<file path="src/serial_cmd_mode_consts.vh">
// constants for the serial channel command and mode block
`ifndef SERIAL_CMD_MODE_CONSTS_VH
`define SERIAL_CMD_MODE_CONSTS_VH

// ----------------------------------------
// register byte offsets
// ----------------------------------------
`define OFS_COMMAND     4'h0
`define OFS_MODE        4'h4
`define OFS_STATUS      4'h8
`define OFS_MODEM       4'hC

// ----------------------------------------
// reset values
// ----------------------------------------
`define CMD_RESET_VAL   8'h00
`define MODE_RESET_VAL  8'h00
`define MODEM_RESET_VAL 2'h3
`define LATCH_RESET_VAL 1'h1

// ----------------------------------------
// command register fields and codes
// ----------------------------------------
`define CRC_HI          7
`define CRC_LO          6
`define CMD_HI          5
`define CMD_LO          3
`define LOOP_BIT        0
`define CRC_NULL        2'h0
`define CRC_RX          2'h1
`define CRC_TX          2'h2
`define CRC_EOM         2'h3
`define CMD_NULL        3'h0
`define CMD_ABORT       3'h1
`define CMD_EXT_RESET   3'h2
`define CMD_CHAN_RESET  3'h3
`define CMD_REARM       3'h4
`define CMD_TXINT_RESET 3'h5
`define CMD_ERR_RESET   3'h6
`define CMD_NULL7       3'h7

// ----------------------------------------
// mode register fields and codes
// ----------------------------------------
`define RATE_HI         7
`define RATE_LO         6
`define SYNC_HI         5
`define SYNC_LO         4
`define STOP_HI         3
`define STOP_LO         2
`define PAR_EVEN_BIT    1
`define PAR_EN_BIT      0
`define RATE_X1         2'h0
`define RATE_X16        2'h1
`define RATE_X32        2'h2
`define RATE_X64        2'h3
`define SYNC_SDLC       2'h2
`define STOP_SYNC       2'h0
`define STOP_ONE        2'h1
`define STOP_ONE_HALF   2'h2
`define STOP_TWO        2'h3
`define DIV_X1          7'h01
`define DIV_X16         7'h10
`define DIV_X32         7'h20
`define DIV_X64         7'h40
`define HALVES_ONE      3'h2
`define HALVES_ONE_HALF 3'h3
`define HALVES_TWO      3'h4

// ----------------------------------------
// timing
// ----------------------------------------
`define ABORT_ONES      4'h8

`endif

</file>
<file path="src/serial_channel_command_and_mode.v">
// command decoder and mode configuration of one serial channel
`default_nettype none
`include "serial_cmd_mode_consts.vh"
module serial_channel_command_and_mode (
    input  wire        i_clock,
    input  wire        i_rst,
    input  wire [3:0]  i_address,
    input  wire        i_read,
    input  wire        i_write,
    input  wire [31:0] i_writedata,
    input  wire [3:0]  i_byteenable,
    output reg  [31:0] o_readdata,
    output reg         o_waitrequest,
    input  wire        i_txc,
    input  wire        i_rxc,
    input  wire        i_rxd,
    input  wire        i_tx_serial,
    input  wire        i_tx_enable,
    input  wire        i_rx_enable,
    input  wire        i_hunt,
    input  wire        i_sdlc_eof,
    input  wire        i_tx_underrun,
    input  wire        i_rx_fifo_nonempty,
    input  wire        i_rx_first_mode,
    input  wire        i_special_cond,
    input  wire        i_tx_load,
    input  wire        i_crc_done,
    output reg         o_txd,
    output reg         o_rx_serial,
    output reg         o_rx_clock_edge,
    output reg         o_tx_clock_edge,
    output reg  [1:0]  o_modem,
    output reg         o_chan_reset,
    output reg         o_rx_crc_reset,
    output reg         o_tx_crc_reset,
    output reg         o_crc_preset_ones,
    output reg         o_append_crc,
    output reg         o_tx_flush,
    output reg         o_ext_unlatch,
    output reg         o_rx_int_req,
    output reg         o_tx_int_clear,
    output reg         o_tx_int_suppress,
    output reg         o_error_reset,
    output reg         o_rx_hold,
    output reg         o_underrun_latch,
    output reg  [6:0]  o_clock_div,
    output reg         o_start_detect,
    output reg         o_sync_mode,
    output reg  [1:0]  o_sync_sel,
    output reg         o_sdlc,
    output reg  [2:0]  o_stop_halves,
    output reg         o_parity_en,
    output reg         o_parity_even,
    output reg         o_extra_bit
);
// ----------------------------------------
// states of the abort sender
// ----------------------------------------
localparam [1:0] AB_IDLE = 2'b01;
localparam [1:0] AB_SEND = 2'b10;
// ----------------------------------------
// declarations
// ----------------------------------------
reg  [7:0] mode_q;
reg  [7:0] mode_d;
reg        loop_q;
reg        loop_d;
reg  [1:0] modem_q;
reg  [1:0] modem_d;
reg        latch_d;
reg        rearm_q;
reg        rearm_d;
reg        suppress_d;
reg        hold_d;
reg  [1:0] ab_state_q;
reg  [1:0] ab_state_d;
reg  [3:0] ab_count_q;
reg  [3:0] ab_count_d;
reg        txc_s1_q;
reg        txc_s2_q;
reg        txc_prev_q;
reg        rxc_s1_q;
reg        rxc_s2_q;
reg        rxd_s1_q;
reg        rxd_s2_q;
reg        rclk_prev_q;
reg        rx_en_prev_q;
reg        hunt_prev_q;
wire       wr_acc;
wire       cmd_wr;
wire [1:0] crc_code;
wire [2:0] cmd_code;
wire       chan_rst;
wire       abort_cmd;
wire       is_sync;
wire       is_sdlc;
wire       append;
wire       rclk_sel;
wire       tx_edge;
wire       rearm_fire;
// ----------------------------------------
// helper functions
// ----------------------------------------
function [6:0] rate_div;
    input [1:0] rate;
    begin
        case (rate)
            `RATE_X1:  rate_div = `DIV_X1;
            `RATE_X16: rate_div = `DIV_X16;
            `RATE_X32: rate_div = `DIV_X32;
            default:   rate_div = `DIV_X64;
        endcase
    end
endfunction
function [2:0] stop_halves;
    input [1:0] stop;
    begin
        case (stop)
            `STOP_ONE:      stop_halves = `HALVES_ONE;
            `STOP_ONE_HALF: stop_halves = `HALVES_ONE_HALF;
            `STOP_TWO:      stop_halves = `HALVES_TWO;
            default:        stop_halves = 3'h0;
        endcase
    end
endfunction
function [31:0] reg_read;
    input [3:0] addr;
    input [7:0] mode;
    input       loop;
    input [4:0] stat;
    input [1:0] modem;
    begin
        case (addr)
            `OFS_COMMAND: reg_read = {31'h0, loop};
            `OFS_MODE:    reg_read = {24'h0, mode};
            `OFS_STATUS:  reg_read = {27'h0, stat};
            `OFS_MODEM:   reg_read = {30'h0, modem};
            default:      reg_read = 32'h0;
        endcase
    end
endfunction
// ----------------------------------------
// command decode
// ----------------------------------------
assign wr_acc    = i_write && !o_waitrequest;
assign cmd_wr    = wr_acc && i_byteenable[0] && (i_address == `OFS_COMMAND);
assign crc_code  = cmd_wr ? i_writedata[`CRC_HI:`CRC_LO] : `CRC_NULL;
assign cmd_code  = cmd_wr ? i_writedata[`CMD_HI:`CMD_LO] : `CMD_NULL;
assign chan_rst  = (cmd_code == `CMD_CHAN_RESET);
assign abort_cmd = (cmd_code == `CMD_ABORT);
assign is_sync   = (mode_q[`STOP_HI:`STOP_LO] == `STOP_SYNC);
assign is_sdlc   = is_sync && (mode_q[`SYNC_HI:`SYNC_LO] == `SYNC_SDLC);
assign append    = is_sync && i_tx_underrun && !o_underrun_latch;
assign rclk_sel  = loop_q ? txc_s2_q : rxc_s2_q;
assign tx_edge   = txc_s2_q && !txc_prev_q;
assign rearm_fire = rearm_q && i_rx_fifo_nonempty && !o_rx_hold;
// ----------------------------------------
// register and flag next values
// ----------------------------------------
always @* begin
    mode_d     = mode_q;
    loop_d     = loop_q;
    modem_d    = modem_q;
    latch_d    = o_underrun_latch;
    rearm_d    = rearm_q;
    suppress_d = o_tx_int_suppress;
    hold_d     = o_rx_hold;
    if (wr_acc && i_byteenable[0]) begin
        if (i_address == `OFS_MODE) mode_d = i_writedata[7:0];
        if (i_address == `OFS_MODEM) modem_d = i_writedata[1:0];
        if (i_address == `OFS_COMMAND) loop_d = i_writedata[`LOOP_BIT];
    end
    if ((crc_code == `CRC_EOM) && i_tx_enable) latch_d = 1'b0;
    if (abort_cmd || append) latch_d = 1'b1;
    if (rearm_fire) rearm_d = 1'b0;
    if (cmd_code == `CMD_REARM) rearm_d = 1'b1;
    if (i_tx_load || i_crc_done) suppress_d = 1'b0;
    if (cmd_code == `CMD_TXINT_RESET) suppress_d = 1'b1;
    if (cmd_code == `CMD_ERR_RESET) hold_d = 1'b0;
    if (i_rx_first_mode && i_special_cond) hold_d = 1'b1;
    if (chan_rst) begin
        mode_d     = `MODE_RESET_VAL;
        loop_d     = 1'b0;
        modem_d    = `MODEM_RESET_VAL;
        latch_d    = `LATCH_RESET_VAL;
        rearm_d    = 1'b0;
        suppress_d = 1'b0;
        hold_d     = 1'b0;
    end
end
// ----------------------------------------
// abort sender
// ----------------------------------------
always @* begin
    ab_state_d = ab_state_q;
    ab_count_d = ab_count_q;
    case (ab_state_q)
        AB_IDLE: begin
            if (abort_cmd && is_sdlc) begin
                ab_state_d = AB_SEND;
                ab_count_d = `ABORT_ONES;
            end
        end
        AB_SEND: begin
            if (chan_rst) begin
                ab_state_d = AB_IDLE;
                ab_count_d = 4'h0;
            end else if (tx_edge) begin
                ab_count_d = ab_count_q - 4'h1;
                if (ab_count_q == 4'h1) begin
                    ab_state_d = AB_IDLE;
                end
            end
        end
        default: begin
            ab_state_d = AB_IDLE;
            ab_count_d = 4'h0;
        end
    endcase
end
// ----------------------------------------
// pin synchronisers
// ----------------------------------------
always @(posedge i_clock or posedge i_rst) begin
    if (i_rst) begin
        txc_s1_q    <= 1'b0;
        txc_s2_q    <= 1'b0;
        txc_prev_q  <= 1'b0;
        rxc_s1_q    <= 1'b0;
        rxc_s2_q    <= 1'b0;
        rxd_s1_q    <= 1'b1;
        rxd_s2_q    <= 1'b1;
        rclk_prev_q <= 1'b0;
    end else begin
        txc_s1_q    <= i_txc;
        txc_s2_q    <= txc_s1_q;
        txc_prev_q  <= txc_s2_q;
        rxc_s1_q    <= i_rxc;
        rxc_s2_q    <= rxc_s1_q;
        rxd_s1_q    <= i_rxd;
        rxd_s2_q    <= rxd_s1_q;
        rclk_prev_q <= rclk_sel;
    end
end
// ----------------------------------------
// state registers
// ----------------------------------------
always @(posedge i_clock or posedge i_rst) begin
    if (i_rst) begin
        mode_q            <= `MODE_RESET_VAL;
        loop_q            <= 1'b0;
        modem_q           <= `MODEM_RESET_VAL;
        o_underrun_latch  <= `LATCH_RESET_VAL;
        rearm_q           <= 1'b0;
        o_tx_int_suppress <= 1'b0;
        o_rx_hold         <= 1'b0;
        ab_state_q        <= AB_IDLE;
        ab_count_q        <= 4'h0;
        rx_en_prev_q      <= 1'b0;
        hunt_prev_q       <= 1'b0;
    end else begin
        mode_q            <= mode_d;
        loop_q            <= loop_d;
        modem_q           <= modem_d;
        o_underrun_latch  <= latch_d;
        rearm_q           <= rearm_d;
        o_tx_int_suppress <= suppress_d;
        o_rx_hold         <= hold_d;
        ab_state_q        <= ab_state_d;
        ab_count_q        <= ab_count_d;
        rx_en_prev_q      <= i_rx_enable;
        hunt_prev_q       <= i_hunt;
    end
end
// ----------------------------------------
// registered outputs
// ----------------------------------------
always @(posedge i_clock or posedge i_rst) begin
    if (i_rst) begin
        o_txd             <= 1'b1;
        o_rx_serial       <= 1'b1;
        o_rx_clock_edge   <= 1'b0;
        o_tx_clock_edge   <= 1'b0;
        o_modem           <= `MODEM_RESET_VAL;
        o_chan_reset      <= 1'b0;
        o_rx_crc_reset    <= 1'b0;
        o_tx_crc_reset    <= 1'b0;
        o_crc_preset_ones <= 1'b0;
        o_append_crc      <= 1'b0;
        o_tx_flush        <= 1'b0;
        o_ext_unlatch     <= 1'b0;
        o_rx_int_req      <= 1'b0;
        o_tx_int_clear    <= 1'b0;
        o_error_reset     <= 1'b0;
        o_clock_div       <= `DIV_X1;
        o_start_detect    <= 1'b0;
        o_sync_mode       <= 1'b1;
        o_sync_sel        <= 2'h0;
        o_sdlc            <= 1'b0;
        o_stop_halves     <= 3'h0;
        o_parity_en       <= 1'b0;
        o_parity_even     <= 1'b0;
        o_extra_bit       <= 1'b0;
    end else begin
        o_txd             <= (ab_state_q == AB_SEND) || !i_tx_enable || i_tx_serial;
        o_rx_serial       <= loop_q ? i_tx_serial : rxd_s2_q;
        o_rx_clock_edge   <= rclk_sel && !rclk_prev_q;
        o_tx_clock_edge   <= tx_edge;
        o_modem           <= modem_d;
        o_chan_reset      <= chan_rst;
        o_rx_crc_reset    <= (crc_code == `CRC_RX)
                             || (rx_en_prev_q && !i_rx_enable)
                             || (i_hunt && !hunt_prev_q)
                             || (is_sdlc && i_sdlc_eof);
        o_tx_crc_reset    <= (crc_code == `CRC_TX);
        o_crc_preset_ones <= is_sdlc;
        o_append_crc      <= append;
        o_tx_flush        <= abort_cmd;
        o_ext_unlatch     <= (cmd_code == `CMD_EXT_RESET);
        o_rx_int_req      <= rearm_fire;
        o_tx_int_clear    <= (cmd_code == `CMD_TXINT_RESET) || chan_rst;
        o_error_reset     <= (cmd_code == `CMD_ERR_RESET) || chan_rst;
        o_clock_div       <= rate_div(mode_d[`RATE_HI:`RATE_LO]);
        o_start_detect    <= (mode_d[`RATE_HI:`RATE_LO] != `RATE_X1);
        o_sync_mode       <= (mode_d[`STOP_HI:`STOP_LO] == `STOP_SYNC);
        o_sync_sel        <= (mode_d[`STOP_HI:`STOP_LO] == `STOP_SYNC)
                             ? mode_d[`SYNC_HI:`SYNC_LO] : 2'h0;
        o_sdlc            <= (mode_d[`STOP_HI:`STOP_LO] == `STOP_SYNC)
                             && (mode_d[`SYNC_HI:`SYNC_LO] == `SYNC_SDLC);
        o_stop_halves     <= stop_halves(mode_d[`STOP_HI:`STOP_LO]);
        o_parity_en       <= mode_d[`PAR_EN_BIT];
        o_parity_even     <= mode_d[`PAR_EN_BIT] && mode_d[`PAR_EVEN_BIT];
        o_extra_bit       <= mode_d[`PAR_EN_BIT];
    end
end
// ----------------------------------------
// avalon slave, one wait cycle per access
// ----------------------------------------
always @(posedge i_clock or posedge i_rst) begin
    if (i_rst) begin
        o_waitrequest <= 1'b1;
        o_readdata    <= 32'h0;
    end else begin
        if ((i_read || i_write) && o_waitrequest) begin
            o_waitrequest <= 1'b0;
        end else begin
            o_waitrequest <= 1'b1;
        end
        if (i_read && o_waitrequest) begin
            o_readdata <= reg_read(i_address, mode_q, loop_q,
                                   {(ab_state_q == AB_SEND), o_rx_hold,
                                    o_tx_int_suppress, rearm_q, o_underrun_latch},
                                   modem_q);
        end
    end
end
endmodule
`default_nettype wire

</file>
<file path="config.mk">
export PLATFORM = sky130hd
export DESIGN_NAME = serial_channel_command_and_mode
export DESIGN_NICKNAME = d
export VERILOG_FILES = /design/src/serial_channel_command_and_mode.v
export VERILOG_INCLUDE_DIRS = /design/src /design/src/src
export SDC_FILE = /design/constraint.sdc
export NUM_CORES = 1
export LEC_CHECK = 0
export BUFFER_PORTS_ARGS = -buffer_cell sky130_fd_sc_hd__clkbuf_2
export CORE_UTILIZATION = 54
export CTS_BUF_LIST = sky130_fd_sc_hd__clkbuf_2
export CTS_CLUSTER_DIAMETER = 50
export DETAILED_ROUTE_END_ITERATION = 8
export PLACE_DENSITY = 0.93
export SETUP_SLACK_MARGIN = 0.5
export SYNTH_ARGS = -nofsm -noshare
export SYNTH_HDL_FRONTEND = slang
export SYNTH_SLANG_ARGS = --single-unit
</file>
<file path="constraint.sdc">
create_clock -name i_clock -period 6.13 [get_ports i_clock]
set_input_delay 0.3065 -clock i_clock [delete_from_list [all_inputs] [get_ports i_clock]]
set_output_delay 0.3065 -clock i_clock [all_outputs]
set_load 0.1 [all_outputs]
</file>
Word-level counts from Yosys, hierarchy flattened

Cells that the tools add are included.
W data, S select, Z words.

Add/sub/neg operators: 1
Equality and inequality tests: 25
Mux-type cells: 39
Reductions and logical operators: 54

Operators by type and width:

| kind                 | count |
|---|---|
| $pmux W8 S4          | 1 |
| $mux W8              | 3 |
| $pmux W7 S3          | 1 |
| $logic_and A1 B1 Y1  | 20 |
| $mux W1              | 18 |
| $mux W2              | 9 |
| $eq A2 B2 Y1 const B | 8 |
| $mux W4              | 3 |
| $reduce_bool A3 Y1   | 4 |
| $logic_or A1 B1 Y1   | 10 |
| $eq A3 B3 Y1 const B | 3 |
| $pmux W3 S3          | 1 |
| $eq A2 B1 Y1 const B | 4 |
| $eq A4 B4 Y1 const B | 2 |
| $logic_not A1 Y1     | 8 |
| $pmux W4 S2          | 1 |
| $reduce_bool A2 Y1   | 4 |
| $eq A3 B2 Y1 const B | 2 |
| $logic_not A2 Y1     | 3 |
| $ne A3 B3 Y1 const B | 2 |
| $reduce_and A2 Y1    | 3 |
| $eq A4 B1 Y1 const B | 1 |
| $eq A4 B3 Y1 const B | 1 |
| $logic_not A4 Y1     | 1 |
| 6 further kinds      | 6 |

Flip-flop bits (word level): 95
Input bits: 58
Output and inout port bits: 70
Word-level logic and storage cells: 162

Logic depth before layout (Yosys ltp)

Gate-level depths: netlist (run 1).

Word-level depth: 10
Mapped depth: 9

Worst setup path after synthesis (run 1)

Ideal clock, no wire load.

Path kind: reg-to-reg
From: reg o_waitrequest
To: reg o_sdlc
Arrival: 2.225 ns
Required time: 6.009 ns
Setup slack: 3.784 ns
Stages on the path, launching flop included: 8
Path buffers: 2
Cells stage by stage: dfstp_2 and3b_1 clkbuf_1 and3_1 clkbuf_1 or2_1 ha_1 and4bb_1

Word-level cells in the longest chain between the ends: 9

Ends and longest elaborated chain:

| what                                                       | RTL line                                                                     | RTL |
|---|---|---|
| from (decl)                                                | serial_channel_command_and_mode.v:13                                         | `output reg o_waitrequest,` |
| from (signal assigned)                                     | serial_channel_command_and_mode.v:341                                        | `o_waitrequest <= 1'b1;` |
| from (signal assigned)                                     | serial_channel_command_and_mode.v:345                                        | `o_waitrequest <= 1'b0;` |
| from (signal assigned)                                     | serial_channel_command_and_mode.v:347                                        | `o_waitrequest <= 1'b1;` |
| $logic_not A1 Y1 (*)                                       | serial_channel_command_and_mode.v:145                                        | `assign wr_acc = i_write && !o_waitrequest;` |
| $logic_and A1 B1 Y1 (*)                                    | serial_channel_command_and_mode.v:145                                        |  |
| $logic_and A1 B1 Y1 (*)                                    | serial_channel_command_and_mode.v:146, serial_channel_command_and_mode.v:168 |  |
| $logic_and A1 B1 Y1                                        | serial_channel_command_and_mode.v:146                                        | `` assign cmd_wr = wr_acc && i_byteenable[0] && (i_address == `OFS_COMMAND); `` |
| $mux W3 (no line)                                          | --                                                                           |  |
| $eq A3 B2 Y1 (no line)                                     | --                                                                           |  |
| $mux W8 (*)                                                | serial_channel_command_and_mode.v:181                                        | `if (chan_rst) begin` |
| $eq A2 B2 Y1 (no line) or $logic_not A2 Y1 (tied branches) | --                                                                           |  |
| $logic_and A1 B1 Y1 (*)                                    | serial_channel_command_and_mode.v:328                                        | `` o_sdlc <= (mode_d[`STOP_HI:`STOP_LO] == `STOP_SYNC) `` |
| to (signal assigned)                                       | serial_channel_command_and_mode.v:328                                        |  |
| to (decl)                                                  | serial_channel_command_and_mode.v:50                                         | `output reg o_sdlc,` |

Mark *: on every way between the ends. The rest lies on a longest branch, timed or not.
A chain may end at the register's enable or synchronous reset.

Worst setup path after layout (run 1)

Ends and elaborated chain as after synthesis.

==> qor.csv, run 1 <==
metric;value;unit
outcome;finished, final reports clean;
Post-DRT Antenna Nets;0;
P&R area growth vs syn;13.2;%
Num CTS Buffers;9;
DR DRC count;0;
Max clock buf depth;2;
Nets;429;
initial drt markers;202;
TritonCTS Sinks;67;
CTS tree;built;
Fin. Hold Viols;0;
max_cap viols;0;
number of enable flip-flop cells after synthesis;0;
Die Area;6120;sq um
Core Region;5540;sq um
critical path's slowest cell;dfstp_2;
post-synthesis area per instance;11.0;sq um
vias in the first global route;2266;
post_cts resized;0;
Crit Path Class;flip-flop to flip-flop;
slowest stage delay, CP;0.60;ns
drt via density;5.42;
RSZ-0062 raised after global routing;no;
crit start category;flip-flop;
postcts setup bufs;0;
# rows;27;
total global routing overflow;0;
CP endpoint kind;flip-flop;
FMAX;463;MHz
Critical Path RT;6.54;ns
final setup margin;3.97;ns
Clock Root Buffer;clkbuf_2;
Lkg Pwr;1.78;nW
DP Worst Slack;3.75;ns
power per cell area;313;nW/um^2
Ports;128;
Final Skew;0.0260;ns
Worst IR Drop VDD;0.000146;V
Synth warnings;0;
n_diodes;0;
Inst Count DP;418;
share of layout cells above drive strength 1;28.8;%
H-tree depth;3;
crit path max fanout;18;
DRT Wirelength;6620;um
Final min period;2.16;ns
Pins Over Slew Limit;0;
relative slew slack;47.4;%
initial antenna violation count;0;
input/output buffers;73;
Mapped Area;3140;sq um
Non-Filler Instances;440;
Clock Latency Late Sink;0.50;ns
library cells used by synthesis;56;
Worst EP arrival;2.57;ns
Detail Placement HPWL;4860;um
clock slew at reported path FFs;0.18;ns
Worst Tran Pin Value;0.788;ns
pin count of the biggest net entering global routing;68;
crit-path cells;and3b_1 > and3_1 > or2_1 > ha_1 > and4bb_1;
die height;78.2;um
Cells after Synth;285;
Synth Flop Type;dfrtp_1;
Initial Util;56.6;%
setup_tns;0;ns
sequential area share after synthesis;53.9;%
Die W;78.2;um
Placer Congestion;0.900;
fin crit share;35.3;%
post-synthesis register bit count;67;
Setup Viol. Count Final;0;
DR WL/cell;15.0;um
DR vias;2385;
DRT Pass-1 Iters;4;
ys async rst share;100;%
Tot Pwr;0.00111;W
global-route wire length before repair;10900;um
Total GRT Usage;23.9;%
worst hold path class;input pin to asynchronous set/reset pin;
-- metal layers --
| metal | routed length, um | GRT usage [%] |
|---|---|---|
| met5 | 0 | 0 |
| met4 | 174 | 14.8 |
| met3 | 518 | 4.07 |
| met2 | 3110 | 36.2 |
| met1 | 2820 | 32.2 |
-- cell type report --
type	count	area [sq um]
fill	465	1990
inverter	12	45.0
multi-input combinational	193	1220
timing repair buffer	80	433
tap	72	90.1
clock inverter	6	23.8
clock buffer	10	50.0
sequential	67	1690
-- per-stage QoR --
step | area (sq um) | util, % | hold slack [ns]
floorplan | 3230 | - | 0.311
global placement | 3420 | 61.7 | 0.335
detailed placement | 3420 | 61.7 | 0.341
CTS | 3550 | 64.1 | 0.00376
global route | 3550 | 64.1 | 0.00422
finish | 3550 | 64.1 | 0.0100
-- final timing paths --
| kind | to | from | depth (start not counted) | slack [ns] |
|---|---|---|---|---|
| setup / recovery | o_sdlc | o_waitrequest | 5 | 3.97 |
| hold / removal | mode_q[7] | i_rst | 3 | 0.01 |
| setup reg to reg | o_sdlc | o_waitrequest | 5 | 3.97 |
| hold reg to reg | rxd_s2_q | rxd_s1_q | 0 | 0.37 |
| max in group asynchronous | rearm_q | i_rst | 3 | 5.62 |
| min in group i_clock | o_waitrequest | i_read | 2 | 0.02 |
-- worst max-delay path: cells and delay by family (launching register included) --
family,cells,cell delay [ns]
adder cells (fa/ha/maj),1,0.22
flip-flops,1,0.60
AND/OR/NAND/NOR,4,1.26
-- where the power goes --
group / internal [W] / switching, W
clock: 0.0000480 / 0.000143
combinational: 0.0000682 / 0.000339
sequential: 0.000489 / 0.0000234
total: 0.000605 / 0.000506
-- placed cells by master (no fill, tap or decap), drive strengths merged, types with 2 or more instances in the layout --
cell type,Yosys,routed
clkbuf,6,83
dfrtp,56,56
conb,1,27
nand2,23,23
o21ai,19,19
nor2,15,15
inv,12,12
a21oi,11,11
dfstp,11,11
nand3,10,10
ha,8,8
mux2i,7,7
a22oi,6,6
dlygate4sd3,0,6
clkinv,0,6
and2,5,5
nor2b,4,4
nand4,4,4
nand2b,4,4
nor3,4,4
a31oi,4,4
and3b,3,3
nand3b,3,3
mux2,3,3
nor3b,3,3
or3b,3,3
or2,2,2
or3,2,2
o211ai,2,2
xnor2,2,2
o32ai,2,2
nor4b,2,2
-- cell usage after synthesis (7+ instances only) --
library cell | instances | area share [%]
dfrtp_1 | 56 | 45
mux2i_1 | 7 | 2.2
o21ai_1 | 13 | 2.1
inv_1 | 12 | 1.4
a21oi_1 | 11 | 1.8
ha_1 | 8 | 3.2
buf_4 | 28 | 6.7
nand3_1 | 10 | 1.6
dfstp_2 | 11 | 9.2
nor2_1 | 14 | 1.7
nand2_1 | 23 | 2.8
-- registers in the layout, summed over array words and instances, names as in the netlist, 2 cells and up --
register	cells
ab_count_q	4
ab_state_q	2
mode_q	8
o_clock_div	4
o_modem	2
o_readdata	8
o_stop_halves	3
o_sync_sel	2
-- kinds of logic after synthesis --
family / Yosys count / share of synthesized area (%)
buffers and inverters: 51 / 10.3
adder cells (fa/ha/maj): 8 / 3.19
XOR/XNOR: 2 / 0.559
AO/OA/AOI/OAI: 52 / 10.2
AND/OR/NAND/NOR: 93 / 17.5
multiplexers: 11 / 4.15
flip-flops: 67 / 53.9
other: 1 / 0.120
-- what timing repair did --
action	CTS	global route
endpoints found under the setup margin	0	0
hold endpoints to repair	6	0
hold buffers	6	0
Note: power is estimated with default switching activity, not from simulation.
==> run 2: changes to the inputs <==
--- a/config.mk
+++ b/config.mk
@@ -7,11 +7,11 @@
 export NUM_CORES = 1
 export LEC_CHECK = 0
 export BUFFER_PORTS_ARGS = -buffer_cell sky130_fd_sc_hd__clkbuf_2
-export CORE_UTILIZATION = 54
+export CORE_UTILIZATION = 50
 export CTS_BUF_LIST = sky130_fd_sc_hd__clkbuf_2
 export CTS_CLUSTER_DIAMETER = 50
 export DETAILED_ROUTE_END_ITERATION = 8
-export PLACE_DENSITY = 0.93
+export PLACE_DENSITY = 0.87
 export SETUP_SLACK_MARGIN = 0.5
 export SYNTH_ARGS = -nofsm -noshare
 export SYNTH_HDL_FRONTEND = slang
==> constraint.sdc (replaced) <==
create_clock -name i_clock -period 2.2 [get_ports i_clock]
set_input_delay 0.11 -clock i_clock [delete_from_list [all_inputs] [get_ports i_clock]]
set_output_delay 0.11 -clock i_clock [all_outputs]
set_load 0.1 [all_outputs]
==> qor.csv, run 2 (synthesized netlist as in run 1, its figures left out) <==
metric;value;unit
Num CTS Buffers;9;
Ports;128;
Reg power frac;42.6;%
Total GRT Usage;24.5;%
crit path max fanout;5;
Die W;81.2;um
reg2reg path depth;5;
Worst Tran Pin Value;0.731;ns
Non-Filler Instances;481;
DR vias;2623;
Inst Count DP;427;
slowest stage delay, CP;0.52;ns
Fin. Hold Viols;0;
initial antenna violation count;0;
biggest regs;mode_q x8, o_readdata x8;
input/output buffers;73;
fill cell count;427;
Worst IR Drop VDD;0.000550;V
Final min period;1.88;ns
DRT Wirelength;7810;um
RSZ-0062 raised after global routing;yes;
H-tree depth;3;
Clock Root Buffer;clkbuf_2;
Die Area;6590;sq um
fin util;68.8;%
# rows;28;
pin count of the biggest net entering global routing;35;
Hold Path Depth;4;
relative slew slack;51.2;%
global-route wire length before repair;11800;um
fin crit share;85.4;%
Placer Congestion;0.871;
max_cap viols;0;
CTS tree;built;
power per cell area;818;nW/um^2
Critical Path RT;2.64;ns
TritonCTS Sinks;67;
clock power share;19.4;%
DR DRC count;0;
Max clock buf depth;2;
Post-DRT Antenna Nets;0;
most common cell after layout, fill and taps aside;clkbuf_2;
Setup Viol. Count Final;0;
setup_tns;0;ns
Nets;467;
outcome;finished, final reports clean;
FMAX;532;MHz
P&R area growth vs syn;31.5;%
crit-path cells;and3b_2 > buf_6 > nand4_1 > or3b_1 > o221ai_2;
n_diodes;0;
Internal;0.00181;W
Logic pwr share;38.0;%
DRT Pass-1 Iters;5;
DR WL/cell;16.2;um
R2R Setup Slk;0.32;ns
Crit Path Class;flip-flop to flip-flop;
crit start category;flip-flop;
Clock Latency Late Sink;0.51;ns
Worst EP arrival;2.32;ns
clock slew at reported path FFs;0.20;ns
Final Skew;0.0183;ns
total global routing overflow;0;
critical path's slowest cell;dfstp_4;
CP endpoint kind;flip-flop;
Pins Over Slew Limit;0;
P_sw;0.00157;W
initial drt markers;218;
Initial Util;52.3;%
die height;81.2;um
Core Region;5990;sq um
vias in the first global route;2474;
commonest cells after routing, fill and taps aside;clkbuf_2, dfrtp_1, conb_1, dlygate4sd3_1, nand2_1;
share of layout cells above drive strength 1;38.9;%
worst hold path class;input pin to flip-flop;
drt via density;5.45;
sw frac;46.4;%
Detail Placement HPWL;5060;um
Lkg Pwr;1.99;nW
==> run 2: path summary, 6_finish.rpt <==
| path | from | end |
|---|---|---|
| worst max register to register | o_waitrequest | ab_count_q[3] |
| worst min register to register | rxd_s1_q | rxd_s2_q |
| min in group asynchronous | i_rst | ab_state_q[1] |
| max in group asynchronous | i_rst | o_sync_mode |
| worst max-delay path | o_waitrequest | ab_count_q[3] |
| worst min-delay path | i_rx_first_mode | o_rx_hold |
==> run 2: repair_timing <==
action,4_1_cts,5_1_grt
pin swaps,7,10
endpoints found under the setup margin,15,20
endpoints found under the hold margin,62,0
gates resized for setup,9,23
buffers inserted,6,5
hold buffers,27,0
==> run 2: worst max-delay path: cells and delay by family (launching register included) <==
| family | cells | cell delay [ns] |
|---|---|---|
| simple gates | 3 | 1.05 |
| flops | 1 | 0.52 |
| compound gates | 1 | 0.14 |
| buf+inv | 1 | 0.13 |
==> run 2: metrics by stage <==
step	hold WS, ns	total power, W	instance area, sq um	worst slack (ns)
2_1_floorplan	0.114	0.00245	3310	0.0112
3_3_place_gp	0.197	0.00257	3530	0.273
3_5_place_dp	0.202	0.00259	3530	0.266
4_1_cts	0.00290	0.00331	3990	0.387
5_1_grt	0.0230	0.00351	4120	0.275
6_report	0.0206	0.00337	4120	0.322
==> run 2: power groups by stage <==
stage	Clock (W)	Sequential (W)	Combinational, W
6_report	0.000654	0.00144	0.00128
5_1_grt	0.000718	0.00145	0.00134
4_1_cts	0.000663	0.00143	0.00122
3_5_place_dp	0	0.00145	0.00114
3_3_place_gp	0	0.00145	0.00112
2_1_floorplan	0	0.00193	0.000511
==> run 2: layer usage <==
| layer | vias up | track usage, % | share of wire (%) |
|---|---|---|---|
| met3 | 22 | 5.17 | 7.2 |
| met1 | 1266 | 32.0 | 41 |
| li1 | 1177 | - | - |
| met2 | 158 | 39.2 | 49 |
| met5 | - | 0 | 0 |
| met4 | 0 | 11.1 | 2.7 |
==> run 2: area by class of cell <==
class	instances	area [sq um]	share of cell area, %
timing repair buffer	118	796	19.3
tap	75	93.8	2.28
inverter	12	48.8	1.18
clock inverter	7	58.8	1.43
sequential	67	1690	41.1
multi-input combinational	193	1390	33.6
clock buffer	9	45.0	1.09
